===== src/decr_pkg.sv =====
`default_nettype none
package decr_pkg;
    // ------------------------------------------------------------------
    // Register map
    // ------------------------------------------------------------------
    localparam logic [7:0]  CMD_OFFSET       = 8'h04;
    localparam logic [7:0]  STS_OFFSET       = 8'h06;
    localparam logic [15:0] CMD_RESET        = 16'h0000;
    localparam logic [15:0] CMD_WRITE_MASK   = 16'h0546;
    localparam int          LEGACY_IRQ_OFF_B = 10;
    localparam int          FAST_B2B_EN_B    = 9;
    localparam int          SYS_ERR_REP_B    = 8;
    localparam int          PARITY_RESP_B    = 6;
    localparam int          SPECIAL_CYC_B    = 3;
    localparam int          BUS_MASTER_B     = 2;
    localparam int          MEM_SPACE_B      = 1;
    localparam int          IO_SPACE_B       = 0;
    localparam int          SIG_SYS_ERR_B    = 14;
    localparam int          MDI_ERR_B        = 8;
    localparam logic [2:0]  ERR_NONE         = 3'h0;
    localparam logic [3:0]  DESC_READ_ERR_CODE  = 4'h8;
    localparam logic [3:0]  DESC_WRITE_ERR_CODE = 4'h9;

    // ------------------------------------------------------------------
    // Carriers
    // ------------------------------------------------------------------
    typedef struct packed {
        logic        valid;
        logic        write;
        logic [7:0]  offset;
        logic [15:0] wdata;
    } decr_cfg_req_t;

    typedef struct packed {
        logic valid;
        logic write;
    } decr_mem_req_t;
endpackage : decr_pkg
`default_nettype wire


===== src/decr_status.sv =====
`default_nettype none
module decr_status
    import decr_pkg::*;
(
    input  wire logic clk,
    input  wire logic rst_b,
    input  wire logic sys_err_set,
    input  wire logic mdi_err_set,
    input  wire logic sys_err_clear,
    input  wire logic mdi_clear,
    output logic      signalled_sys_err,
    output logic      master_data_integrity_err
);
    // Set wins over a clear arriving in the same cycle, so no event is lost.
    always_ff @(posedge clk) begin
        if (!rst_b) begin
            signalled_sys_err <= 1'b0;
        end else if (sys_err_set) begin
            signalled_sys_err <= 1'b1;
        end else if (sys_err_clear) begin
            signalled_sys_err <= 1'b0;
        end
    end

    always_ff @(posedge clk) begin
        if (!rst_b) begin
            master_data_integrity_err <= 1'b0;
        end else if (mdi_err_set) begin
            master_data_integrity_err <= 1'b1;
        end else if (mdi_clear) begin
            master_data_integrity_err <= 1'b0;
        end
    end
endmodule : decr_status
`default_nettype wire


===== src/decr_top.sv =====
`default_nettype none
module decr_top
    import decr_pkg::*;
(
    input  wire logic          clk,
    input  wire logic          rst_b,
    input  wire decr_cfg_req_t cfg_req,
    output logic [15:0]        cfg_rdata,
    output logic               cfg_ack,
    input  wire logic          dma_irq_req,
    output logic               legacy_irq,
    input  wire logic [2:0]    engine_err,
    output logic [2:0]         err_pins,
    input  wire logic          parity_err_det,
    output logic               parity_err_report,
    input  wire decr_mem_req_t mem_req,
    output logic               mem_grant,
    output logic               mem_err,
    output logic [3:0]         mem_err_code,
    input  wire logic          mmio_req,
    input  wire logic          mmio_fast_path,
    output logic               mmio_accept,
    output logic               mmio_master_abort,
    input  wire logic          io_req,
    output logic               io_accept
);
    // ------------------------------------------------------------------
    // Command register
    // ------------------------------------------------------------------
    logic [15:0] cmd;
    logic        sys_err_flag;
    logic        mdi;
    logic        cmd_wr;
    logic        sts_wr;
    logic        sys_err_set;
    logic        mdi_set;

    assign cmd_wr = cfg_req.valid && cfg_req.write && (cfg_req.offset == CMD_OFFSET);
    assign sts_wr = cfg_req.valid && cfg_req.write && (cfg_req.offset == STS_OFFSET);
    assign sys_err_set = cmd[SYS_ERR_REP_B] && (engine_err != ERR_NONE);
    assign mdi_set = cmd[PARITY_RESP_B] && parity_err_det;

    always_ff @(posedge clk) begin
        if (!rst_b) begin
            cmd <= CMD_RESET;
        end else if (cmd_wr) begin
            // Only writable bits take the value; hardwired and reserved stay zero.
            cmd <= cfg_req.wdata & CMD_WRITE_MASK;
        end
    end

    decr_status u_status (
        .clk                       (clk),
        .rst_b                     (rst_b),
        .sys_err_set               (sys_err_set),
        .mdi_err_set               (mdi_set),
        .sys_err_clear             (sts_wr && cfg_req.wdata[SIG_SYS_ERR_B]),
        .mdi_clear                 (sts_wr && cfg_req.wdata[MDI_ERR_B]),
        .signalled_sys_err         (sys_err_flag),
        .master_data_integrity_err (mdi)
    );

    // ------------------------------------------------------------------
    // Configuration read path
    // ------------------------------------------------------------------
    always_ff @(posedge clk) begin
        if (!rst_b) begin
            cfg_ack   <= 1'b0;
            cfg_rdata <= 16'h0000;
        end else begin
            cfg_ack <= cfg_req.valid;
            if (cfg_req.valid && !cfg_req.write && cfg_req.offset == CMD_OFFSET) begin
                cfg_rdata <= cmd;
            end else if (cfg_req.valid && !cfg_req.write && cfg_req.offset == STS_OFFSET) begin
                cfg_rdata <= {1'b0, sys_err_flag, 5'b0, mdi, 8'h00};
            end else begin
                cfg_rdata <= 16'h0000;
            end
        end
    end

    // ------------------------------------------------------------------
    // Gated outputs
    // ------------------------------------------------------------------
    always_ff @(posedge clk) begin
        if (!rst_b) begin
            legacy_irq <= 1'b0;
        end else begin
            legacy_irq <= dma_irq_req && !cmd[LEGACY_IRQ_OFF_B];
        end
    end

    always_ff @(posedge clk) begin
        if (!rst_b) begin
            err_pins          <= ERR_NONE;
            parity_err_report <= 1'b0;
        end else begin
            err_pins          <= cmd[SYS_ERR_REP_B] ? engine_err : ERR_NONE;
            parity_err_report <= parity_err_det && cmd[PARITY_RESP_B];
        end
    end

    // Requests are answered one cycle later; the engine must hold no state on a refusal.
    always_ff @(posedge clk) begin
        if (!rst_b) begin
            mem_grant    <= 1'b0;
            mem_err      <= 1'b0;
            mem_err_code <= 4'h0;
        end else begin
            mem_grant <= mem_req.valid && cmd[BUS_MASTER_B];
            mem_err   <= mem_req.valid && !cmd[BUS_MASTER_B];
            if (mem_req.valid && !cmd[BUS_MASTER_B]) begin
                mem_err_code <= mem_req.write ? DESC_WRITE_ERR_CODE
                                              : DESC_READ_ERR_CODE;
            end
        end
    end

    // Fast and slow paths abort alike; each path has its own term so neither is missed.
    always_ff @(posedge clk) begin
        if (!rst_b) begin
            mmio_accept       <= 1'b0;
            mmio_master_abort <= 1'b0;
            io_accept         <= 1'b0;
        end else begin
            mmio_accept       <= mmio_req && cmd[MEM_SPACE_B];
            mmio_master_abort <= !cmd[MEM_SPACE_B] && ((mmio_req && mmio_fast_path)
                                 || (mmio_req && !mmio_fast_path));
            io_accept         <= io_req && cmd[IO_SPACE_B];
        end
    end

    // ------------------------------------------------------------------
    // Checks
    // ------------------------------------------------------------------
    chk_irq_gated: assert property (@(posedge clk) disable iff (!rst_b)
        $past(cmd[LEGACY_IRQ_OFF_B]) |-> !legacy_irq)
        else $error("legacy interrupt while disabled");
    chk_irq_pass: assert property (@(posedge clk) disable iff (!rst_b)
        dma_irq_req && !cmd[LEGACY_IRQ_OFF_B] |=> legacy_irq)
        else $error("legacy interrupt lost while enabled");
    chk_fast_b2b_zero: assert property (@(posedge clk) disable iff (!rst_b)
        !cmd[FAST_B2B_EN_B])
        else $error("fast back-to-back bit set");
    chk_err_pins_off: assert property (@(posedge clk) disable iff (!rst_b)
        !$past(cmd[SYS_ERR_REP_B]) |-> err_pins == ERR_NONE)
        else $error("error pins driven while reporting off");
    chk_err_pins_pass: assert property (@(posedge clk) disable iff (!rst_b)
        cmd[SYS_ERR_REP_B] |=> err_pins == $past(engine_err))
        else $error("error pins do not follow engine error");
    chk_parity_gate: assert property (@(posedge clk) disable iff (!rst_b)
        parity_err_det && cmd[PARITY_RESP_B] |=> parity_err_report)
        else $error("parity error not reported");
    chk_parity_off: assert property (@(posedge clk) disable iff (!rst_b)
        !cmd[PARITY_RESP_B] |=> !parity_err_report)
        else $error("parity error reported while response off");
    chk_mdi_flag_set: assert property (@(posedge clk) disable iff (!rst_b)
        mdi_set |=> mdi)
        else $error("integrity flag not set");
    chk_special_cyc_zero: assert property (@(posedge clk) disable iff (!rst_b)
        !cmd[SPECIAL_CYC_B])
        else $error("special cycle bit set");
    chk_master_grant: assert property (@(posedge clk) disable iff (!rst_b)
        mem_req.valid |=> (mem_grant == $past(cmd[BUS_MASTER_B])))
        else $error("memory grant mismatch");
    chk_master_off: assert property (@(posedge clk) disable iff (!rst_b)
        !cmd[BUS_MASTER_B] |=> !mem_grant)
        else $error("memory granted while mastering off");
    chk_master_refuse: assert property (@(posedge clk) disable iff (!rst_b)
        mem_req.valid && !cmd[BUS_MASTER_B] |=> mem_err
        && mem_err_code == ($past(mem_req.write) ? DESC_WRITE_ERR_CODE
                                                 : DESC_READ_ERR_CODE))
        else $error("missing descriptor error code");
    chk_master_code_hold: assert property (@(posedge clk) disable iff (!rst_b)
        !(mem_req.valid && !cmd[BUS_MASTER_B]) |=> $stable(mem_err_code))
        else $error("error code changed without a refusal");
    chk_mmio_abort: assert property (@(posedge clk) disable iff (!rst_b)
        mmio_req && !cmd[MEM_SPACE_B] |=> mmio_master_abort && !mmio_accept)
        else $error("mmio not aborted");
    chk_mmio_fast_abort: assert property (@(posedge clk) disable iff (!rst_b)
        mmio_req && mmio_fast_path && !cmd[MEM_SPACE_B] |=> mmio_master_abort)
        else $error("fast path mmio not aborted");
    chk_mmio_slow_abort: assert property (@(posedge clk) disable iff (!rst_b)
        mmio_req && !mmio_fast_path && !cmd[MEM_SPACE_B] |=> mmio_master_abort)
        else $error("slow path mmio not aborted");
    chk_mmio_accept: assert property (@(posedge clk) disable iff (!rst_b)
        mmio_req && cmd[MEM_SPACE_B] |=> mmio_accept && !mmio_master_abort)
        else $error("mmio refused while enabled");
    chk_io_never: assert property (@(posedge clk) disable iff (!rst_b)
        !io_accept)
        else $error("legacy io answered");
    chk_reserved_zero: assert property (@(posedge clk) disable iff (!rst_b)
        (cmd & ~CMD_WRITE_MASK) == 16'h0000)
        else $error("reserved bit set");
    chk_cmd_write: assert property (@(posedge clk) disable iff (!rst_b)
        cmd_wr |=> cmd == ($past(cfg_req.wdata) & CMD_WRITE_MASK))
        else $error("command write not taken through mask");
    chk_sys_err_flag: assert property (@(posedge clk) disable iff (!rst_b)
        sys_err_set |=> sys_err_flag)
        else $error("signalled error flag not set");
    chk_sys_err_quiet: assert property (@(posedge clk) disable iff (!rst_b)
        !sys_err_flag && !cmd[SYS_ERR_REP_B] |=> !sys_err_flag)
        else $error("signalled error flag set while reporting off");
    chk_sys_err_clear: assert property (@(posedge clk) disable iff (!rst_b)
        sts_wr && cfg_req.wdata[SIG_SYS_ERR_B] && !sys_err_set |=> !sys_err_flag)
        else $error("signalled error flag not cleared");
    chk_mdi_never: assert property (@(posedge clk) disable iff (!rst_b)
        !mdi && !cmd[PARITY_RESP_B] |=> !mdi)
        else $error("integrity flag set with response off");
endmodule : decr_top
`default_nettype wire


===== config.mk =====
export PLATFORM = sky130hd
export DESIGN_NAME = decr_top
export DESIGN_NICKNAME = d
export VERILOG_FILES = /design/src/decr_pkg.sv /design/src/decr_status.sv /design/src/decr_top.sv
export SDC_FILE = /design/constraint.sdc
export NUM_CORES = 1
export LEC_CHECK = 0
export BUFFER_PORTS_ARGS = -buffer_cell sky130_fd_sc_hd__buf_2
export CELL_PAD_IN_SITES_DETAIL_PLACEMENT = 1
export CELL_PAD_IN_SITES_GLOBAL_PLACEMENT = 1
export CORE_MARGIN = 1
export CORE_UTILIZATION = 28
export DETAILED_ROUTE_END_ITERATION = 8
export PLACE_DENSITY = 0.83
export SLEW_MARGIN = 5
export SYNTH_ARGS = -nofsm -noshare
export SYNTH_HDL_FRONTEND = slang
export SYNTH_SLANG_ARGS = --single-unit

===== constraint.sdc =====
create_clock -name clk -period 1.6 [get_ports clk]
set_input_delay 0.16 -clock clk [delete_from_list [all_inputs] [get_ports clk]]
set_output_delay 0.16 -clock clk [all_outputs]
set_load 0.03 [all_outputs]

After elaboration in Yosys (flattened, before gate mapping). Index checks and enable logic that the tools add are counted.

$add $sub $neg: 0. $mul: 0. Div/mod/pow operators: 0. Magnitude comparators: 0. Eq/ne operators: 2. Shift-type cells: 0. Muxes and demuxes: 7. Bitwise logic cells: 2. Reductions and logical operators: 29.

Operators by type and width (number): $logic_and A1 B1 Y1 (17); $eq A8 B3 Y1 const B (2); $mux W11 (1); $mux W9 (1); $logic_not A1 Y1 (5); $mux W1 (5); $reduce_bool A2 Y1 (2); $reduce_bool A3 Y1 (1); $reduce_or A3 Y1 (1); $not A1 Y1 (2); $reduce_and A2 Y1 (1); $reduce_or A2 Y1 (1); $logic_or A1 B1 Y1 (1).

Flip-flop bits (word level): 32. Bits in latches: 0. Memory bits (writable): 0. Bits in read-only memories: 0. Bits of input ports: 38. Output and inout bits: 31. Logic and storage cells: 55. Memories kept: 0.

Longest topological paths before layout. Gate-level depths: netlist (run 1).

Depth in word-level cells: 5. Depth in mapped cells: 3. Mapped depth without buffers: 3.

Modules after synthesis. Synthesis (run 1) repeated with hierarchy kept, for this count alone.

Cells, all modules: 96. Area total of the unflattened synthesis: 983.4 µm².

By module, submodules not included: decr_top (times used 1, cells an instance 90, area an instance 900.9 µm², seq. area each 460.4 µm²); decr_status (times used 1, cells an instance 6, area an instance 82.6 µm², seq. area each 40.0 µm²).

Least setup slack after synthesis (run 1). OpenSTA, ideal clock, no wires.

Kind: in2reg. From: input cfg_req[21] (netlist bit). To: register cmd[10]. Setup time: 0.072 ns. Arrival: 1.225 ns. Required time: 1.528 ns. Setup slack: 0.303 ns. Stages: 3. Buffers on the path: 0. Cells stage by stage: or4_4 > nor3_4 > mux2i_1.

Longest elaborated chain between the ends: 2.

Ends and longest elaborated chain: start: declaration (line decr_top.sv:7) `input wire decr_cfg_req_t cfg_req,`; $eq A8 B3 Y1 (line decr_top.sv:38) `assign cmd_wr = cfg_req.valid && cfg_req.write && (cfg_req.offset == CMD_OFFSET);`; $logic_and A1 B1 Y1 (line decr_top.sv:38); end signal: assignment (line decr_top.sv:48) `cmd <= cfg_req.wdata & CMD_WRITE_MASK;`; end: declaration (line decr_top.sv:30) `logic [15:0] cmd;`.

No other way between the ends. A chain may end at the register's enable or synchronous reset.

Worst setup path after layout (run 1).
From: input cfg_req[21] (netlist bit). To: register cmd[6].

The elaborated chain is that of the path after synthesis.

==> metrics.txt, run 1 <==
largest net degree at the start of global routing=15; met2 global-route usage=21.1%; CP required=roughly 1800 ps; chip width=about 60 um; Tcrit/Tclk final=roughly 76%; xor/xnor cell area share of the yosys netlist=0%; Detail Route Antenna Nets=0; setup TNS=0 ps; vias per cell=4.26; final worst path period need=between 1000 and 1500 ps; Max H-tree Level=1; Final Power=about 0.0011 W; count leader, synth=dfxtp_1; CTS tree=done; crit path launch type=input pin; Post-Synthesis Cells=99; final hold vios=0; critical-path cell list=buf_2, or4_4, nor3_4, mux2i_1; worst path bufs/invs=1; Compound-Gate Fraction of Synth Area=approximately 3.8%; Main synth FF type=dfxtp_1; # Max-Cap Violations=0; CP max stage delay=580 ps; area growth from synthesis to layout=25.2%; Slew Viols, Final=0; cell area after synthesis=about 1000 um2; register area share after synthesis=50.8%; num ports=slightly below 70; final hold slack=between 50 and 60 ps; largest family of logic cells by synthesized area=simple AND/OR/NAND/NOR gates; Post-Synth Simple-Gate Area=between 20% and 30%; Max Freq=roughly 0.82 GHz; Rows=21; die area=~0.0038 mm2; Worst VDD drop=approximately 0.25 mV; share of cells above drive strength 1=between 30% and 40%; top cell type's share of synthesized area=about half; ys async rst share=0%; DR pass1 iterations=4; Synthesis Warnings=0; Top Family by Delay on Critical Path=simple AND/OR/NAND/NOR gates; RSZ-0062 raised after global routing=false; Crit path arrival time=around 1500 ps; Post-Route Skew=6.33 ps; Setup Buffers After CTS=0; Die Y=61.3 um; Reg clk slew, reported paths=approximately 130 ps; Synth Area per Inst=a little under 10 um2; Post-synth EDFFs=0; First DRT Iteration DRCs=16; PortBufs=43; Worst Hold Class=in -> reg; Synth area leaders=dfxtp_1, buf_4, mux2i_1, nand2_1, and2_1; Final #Nets=around 180; DRC=0; global placement routability congestion=between 0.6 and 0.7; initial antenna violation count=0; DRT Wirelength=around 2 mm; initial core utilization=just under 30%; synthesis-stage register bit count=25; CTS buffer count=3; Most Used Layer, Global Route=met2; top cells by count, synth=dfxtp_1, nand2_1, buf_4; Yosys top cell by area=dfxtp_1; CORE AREA=approximately 0.0034 mm2; area post-placement=between 0.001 and 0.0015 mm2; Leakage Power=~0.62 nW; clock tree buffer depth=2; global route overflow=0; status=finished, final reports clean; critical path class=in -> reg; Root Driver=clkbuf_4; CP max FO=5; first-pass GRT wire length=~3 mm; vias in the first global route=728; ant diodes=0; PwrDens=853 mW/mm2; cts hold-fix bufs=0; count of final setup violators=0; vias=~810; post-DR wirelength/cell=10.7 um; clk_lat worst skew=310 ps; multiplexer share of the synthesized area=under 10%; overall routing resource usage=10.9%; slowest cell on the critical path=or4_4; Critical Path End Type=flip-flop; Unique masters post-synth=27; adder-cell share of the synthesized area=0%; post_cts resized=0; met1 usage=12.1%; clock sinks=25; met3 Use GR=roughly 1.9%; hpwl dp=1.71 mm; Design Area, Final=between 0.001 and 0.0015 mm2
-- state kept, by name, summed over array words and instances (netlist names) --
name and flops:
legacy_irq 1, u_status.master_data_integrity_err 1, u_status.signalled_sys_err 1, cfg_ack 1, mem_grant 1, cfg_rdata 6, err_pins 3, parity_err_report 1
mem_err_code 2, mmio_master_abort 1, mmio_accept 1, mem_err 1, cmd 5
-- layout by cell type (no fill, tap or decap), drive strengths merged --
master	count
buf	44
dfxtp	25
nand2	15
conb	13
and3	6
mux2i	6
and2	6
nor2	4
inv	3
clkbuf	3
nor4	3
nor3	2
or4	1
or4b	1
nand2b	1
or4bb	1
a21o	1
nor2b	1
o22ai	1
nor4b	1
nor4bb	1
nand4	1
a31o	1
a41o	1
o21ai	1
clkinv	1
-- per-stage QoR --
step / setup slack (ps) / cells / util [%]
floorplan: 303 / 111 / -
global route: 272 / 190 / 36.6
CTS: 369 / 190 / 36.6
finish: 383 / 190 / 36.6
detailed placement: 45.2 / 186 / 35.8
global placement: 98.8 / 186 / 35.8
-- report_power, final --
part | switching [W] | total, W | internal [W] | leakage [nW]
registers | 0.00000264 | 0.000634 | 0.000632 | 0.203
clock network | 0.000181 | 0.000274 | 0.0000933 | 0.0177
logic | 0.0000995 | 0.000143 | 0.0000431 | 0.399
total | 0.000283 | 0.00105 | 0.000768 | 0.619
-- tightest hold or removal path, stage by stage --
cell     delay, ps
buf_2           90
nand2_1         50
nor2_1          30
-- metal layers --
layer | wire length (um) | up-vias
met4 | 0 | 0
li1 | - | 397
met5 | 0 | -
met2 | 1030 | 40
met1 | 830 | 372
met3 | 171 | 0
-- cell type report --
cell class	instances	area [um2]
clock buffer	3	22.5
fill	431	2130
multi-input combinational	68	413
clock inverter	1	5.00
timing repair buffer	44	223
sequential	25	500
tap	46	57.6
inverter	3	11.3
-- path summary, 6_finish.rpt --
check,startpoint,to,slack (ps),cells after the start
setup reg to reg,cmd[8]$_SDFFE_PN0P_,cfg_rdata[8]$_SDFF_PN0_,670,3
setup / recovery,cfg_req[21],cmd[6]$_SDFFE_PN0P_,380,4
hold reg to reg,cmd[10]$_SDFFE_PN0P_,legacy_irq$_SDFF_PN0_,460,1
hold / removal,dma_irq_req,legacy_irq$_SDFF_PN0_,50,3
-- cell families after synthesis --
family,count (synthesis)
AND/OR/NAND/NOR,44
flip-flops,25
buffers and inverters,18
multiplexers,6
AO/OA/AOI/OAI,5
other,1
No activity file was read; power rests on OpenSTA's default activity.
==> run 2, diff against run 1 <==
Settings changed: ABC_AREA set to 1, CORE_UTILIZATION 28 to 27.
Clock period 1.6 ns to 1.2 ns, I/O delays scaled along.
==> metrics.txt, run 2 <==
status=finished, final reports clean (unchanged); leading cell type in the layout, fill and taps excluded=buf_2 (unchanged); vias in the first global route=883 (was 728); clock sinks=25 (unchanged); Synth area leaders=dfxtp_1, buf_4, nor2_1, inv_1, nand2_1 (was dfxtp_1, buf_4, mux2i_1, nand2_1, and2_1); commonest non-fill, non-tap cells in the layout=buf_2, nor2_1, dfxtp_1, inv_1, nand2_1 (was buf_2, dfxtp_1, nand2_1, conb_1); count of final setup violators=0 (unchanged); area growth from synthesis to layout=26.1% (was 25.2%); Place WS=150 ps (was 45.2 ps); num ports=69 (unchanged); CP Depth=1 (was 4); # Max-Cap Violations=0 (unchanged); hpwl dp=1.68 mm (was 1.71 mm); CP required=1080 ps (was 1840 ps); CORE AREA=0.00347 mm2 (was 0.00336 mm2); Unique masters post-synth=16 (was 27); global placement routability congestion=0.715 (was 0.683); Final WS setup=273 ps (was 383 ps); Slew Viols, Final=0 (unchanged); clk_lat worst skew=270 ps (was 310 ps); crit path launch type=flip-flop (was input pin); Post-Route Skew=4.77 ps (was 6.33 ps); Main synth FF type=dfxtp_1 (unchanged); Root Driver=clkbuf_8 (was clkbuf_4); FF/Latch Area=500 um2 (unchanged); DRT Wirelength=2.14 mm (was 2.03 mm); share of cells above drive strength 1=28.5% (was 36.8%); vias per cell=3.96 (was 4.26); CTS buffer count=3 (unchanged); # fillers=476 (was 431); DRC=0 (unchanged); critical path class=reg -> out (was in -> reg); ant diodes=0 (unchanged); final hold vios=0 (unchanged); Rows=21 (unchanged); Max H-tree Level=1 (unchanged); PortBufs=43 (unchanged); FF-to-FF Start=cmd[8]$_SDFFE_PN0P_ (unchanged); overall routing resource usage=11.7% (was 10.9%); register area share after synthesis=49.3% (was 50.8%); largest registers=cfg_rdata x6, cmd x5, err_pins x3 (unchanged); CP max stage delay=340 ps (was 580 ps); die area=0.00401 mm2 (was 0.00376 mm2); RSZ-0062 raised after global routing=false (unchanged); Max Freq=1.08 GHz; Post-synth EDFFs=0 (unchanged); vias=890 (was 809); CTS tree=done (unchanged); initial antenna violation count=0 (unchanged); Post-Synthesis Cells=135 (was 99); initial core utilization=29.3% (about the same); max reg flops=6 (unchanged); first-pass GRT wire length=3.68 mm (was 3.02 mm); cts hold-fix bufs=0 (unchanged); final worst path period need=between 900 and 1000 ps; post-DR wirelength/cell=9.51 um (was 10.7 um); Final #Nets=218 (was 183); post_cts resized=0 (unchanged); synthesis-stage register bit count=25 (unchanged); clock tree buffer depth=2 (unchanged); Top Family by Delay on Critical Path=flip-flops (was simple AND/OR/NAND/NOR gates); Tcrit/Tclk final=around 77%; Setup Buffers After CTS=0 (unchanged); Worst VDD drop=0.396 mV (was 0.251 mV); worst setup path endpoint=mem_err_code[3] (was cmd[6]$_SDFFE_PN0P_); setup TNS=0 ps (unchanged); critical-path cell list=buf_2 (was buf_2, or4_4, nor3_4, mux2i_1); worst path bufs/invs=1 (unchanged); chip width=63.3 um (was 61.3 um); Reg clk slew, reported paths=90 ps (was 130 ps); DR pass1 iterations=4 (unchanged); Detail Route Antenna Nets=0 (unchanged); top cells by count, synth=nor2_1, dfxtp_1, inv_1 (was dfxtp_1, nand2_1, buf_4); global route overflow=0 (unchanged); flop-to-flop setup slack=320 ps (was 670 ps); Biggest register=cfg_rdata (unchanged); Critical Path End Type=output pin (was flip-flop); First DRT Iteration DRCs=12 (was 16); Worst Hold Class=in -> reg (unchanged); Setup crit start=mem_err_code[3]$_SDFFE_PN0P_ (was cfg_req[21]); slowest cell on the critical path=dfxtp_1 (was or4_4); multi-input logic area=353 um2 (was 413 um2); Crit path arrival time=810 ps (was 1460 ps); ys async rst share=0% (unchanged); cell area after synthesis=0.00102 mm2 (was 985 um2); Synth Area per Inst=7.53 um2 (was 9.95 um2); Critical R2R Capture=u_status.signalled_sys_err$_SDFFE_PN0P_ (was cfg_rdata[8]$_SDFF_PN0_); Leakage Power=0.702 nW (was 0.619 nW); PwrDens=1200 mW/mm2 (was 853 mW/mm2); CP max FO=2 (was 5); Synthesis Warnings=0 (unchanged); count leader, synth=nor2_1 (was dfxtp_1); Worst R2R Path Depth=4 (was 3); largest net degree at the start of global routing=16 (was 15); Yosys top cell by area=dfxtp_1 (unchanged); Die Y=63.3 um (was 61.3 um); top cell type's share of synthesized area=49.3% (was 50.8%)
==> run 2: changes by cell type after synthesis, moves of 6 or more <==
cell     previous run  this run
mux2i_1             6         0
inv_1               3        23
and2_1              6         0
nand3_1             0        10
nor2_1              4        26
and3_1              6         0
==> run 2: worst min path at each step <==
stage                           start                     to  slack, ps  cells past startpoint
final                     dma_irq_req  legacy_irq$_SDFF_PN0_         60                      3
after global routing      dma_irq_req  legacy_irq$_SDFF_PN0_         70                      3
after CTS                 dma_irq_req  legacy_irq$_SDFF_PN0_         60                      3
after detailed placement  dma_irq_req  legacy_irq$_SDFF_PN0_        350                      3
after global placement    cfg_req[25]     cfg_ack$_SDFF_PN0_        340                      3
after floorplan           cfg_req[25]     cfg_ack$_SDFF_PN0_        220                      2
==> run 2: logic make-up after synthesis <==
group	Yosys count	synth area share (%)
AO/OA/AOI/OAI	6	2.95
buffers and inverters	39	20.4
flip-flops	25	49.3
other	1	0.369
AND/OR/NAND/NOR	64	27.0
==> run 2: area by class of cell <==
cell class	count	share of cell area, %
Tap cell	46	4.49
Clock buffer	3	3.22
Clock inverter	1	0.586
Sequential cell	25	39.1
Multi-Input combinational cell	83	27.5
Timing Repair Buffer	44	18.4
Inverter	23	6.74
==> run 2: report_power, final <==
group          switching [W]  internal, W
registers         0.00000378     0.000841
logic               0.000136    0.0000515
clock network       0.000271     0.000235
total               0.000411      0.00113
==> run 2: layer usage <==
| metal | routed length [um] | vias up | GRT usage (%) | part of all wire, % |
|---|---|---|---|---|
| met3 | 157 | 4 | 3.26 | 7.3 |
| li1 | - | 462 | - | - |
| met5 | 0 | - | 0 | 0 |
| met4 | 20 | 0 | 4.26 | 0.93 |
| met1 | 936 | 388 | 12.9 | 44 |
| met2 | 1030 | 36 | 21.0 | 48 |
==> run 2: metrics by stage <==
| step | total power, W | instance area [um2] | hold slack [ps] | cells | utilization [%] |
|---|---|---|---|---|---|
| after CTS | 0.00156 | 1280 | 57.4 | 225 | 36.9 |
| final | 0.00154 | 1280 | 60.5 | 225 | 36.9 |
| after global routing | 0.00161 | 1280 | 70.8 | 225 | 36.9 |
| after detailed placement | 0.00105 | 1230 | 347 | 221 | 35.5 |
| after global placement | 0.00105 | 1230 | 336 | 221 | 35.5 |
| after floorplan | 0.00102 | 1060 | 218 | 147 | - |
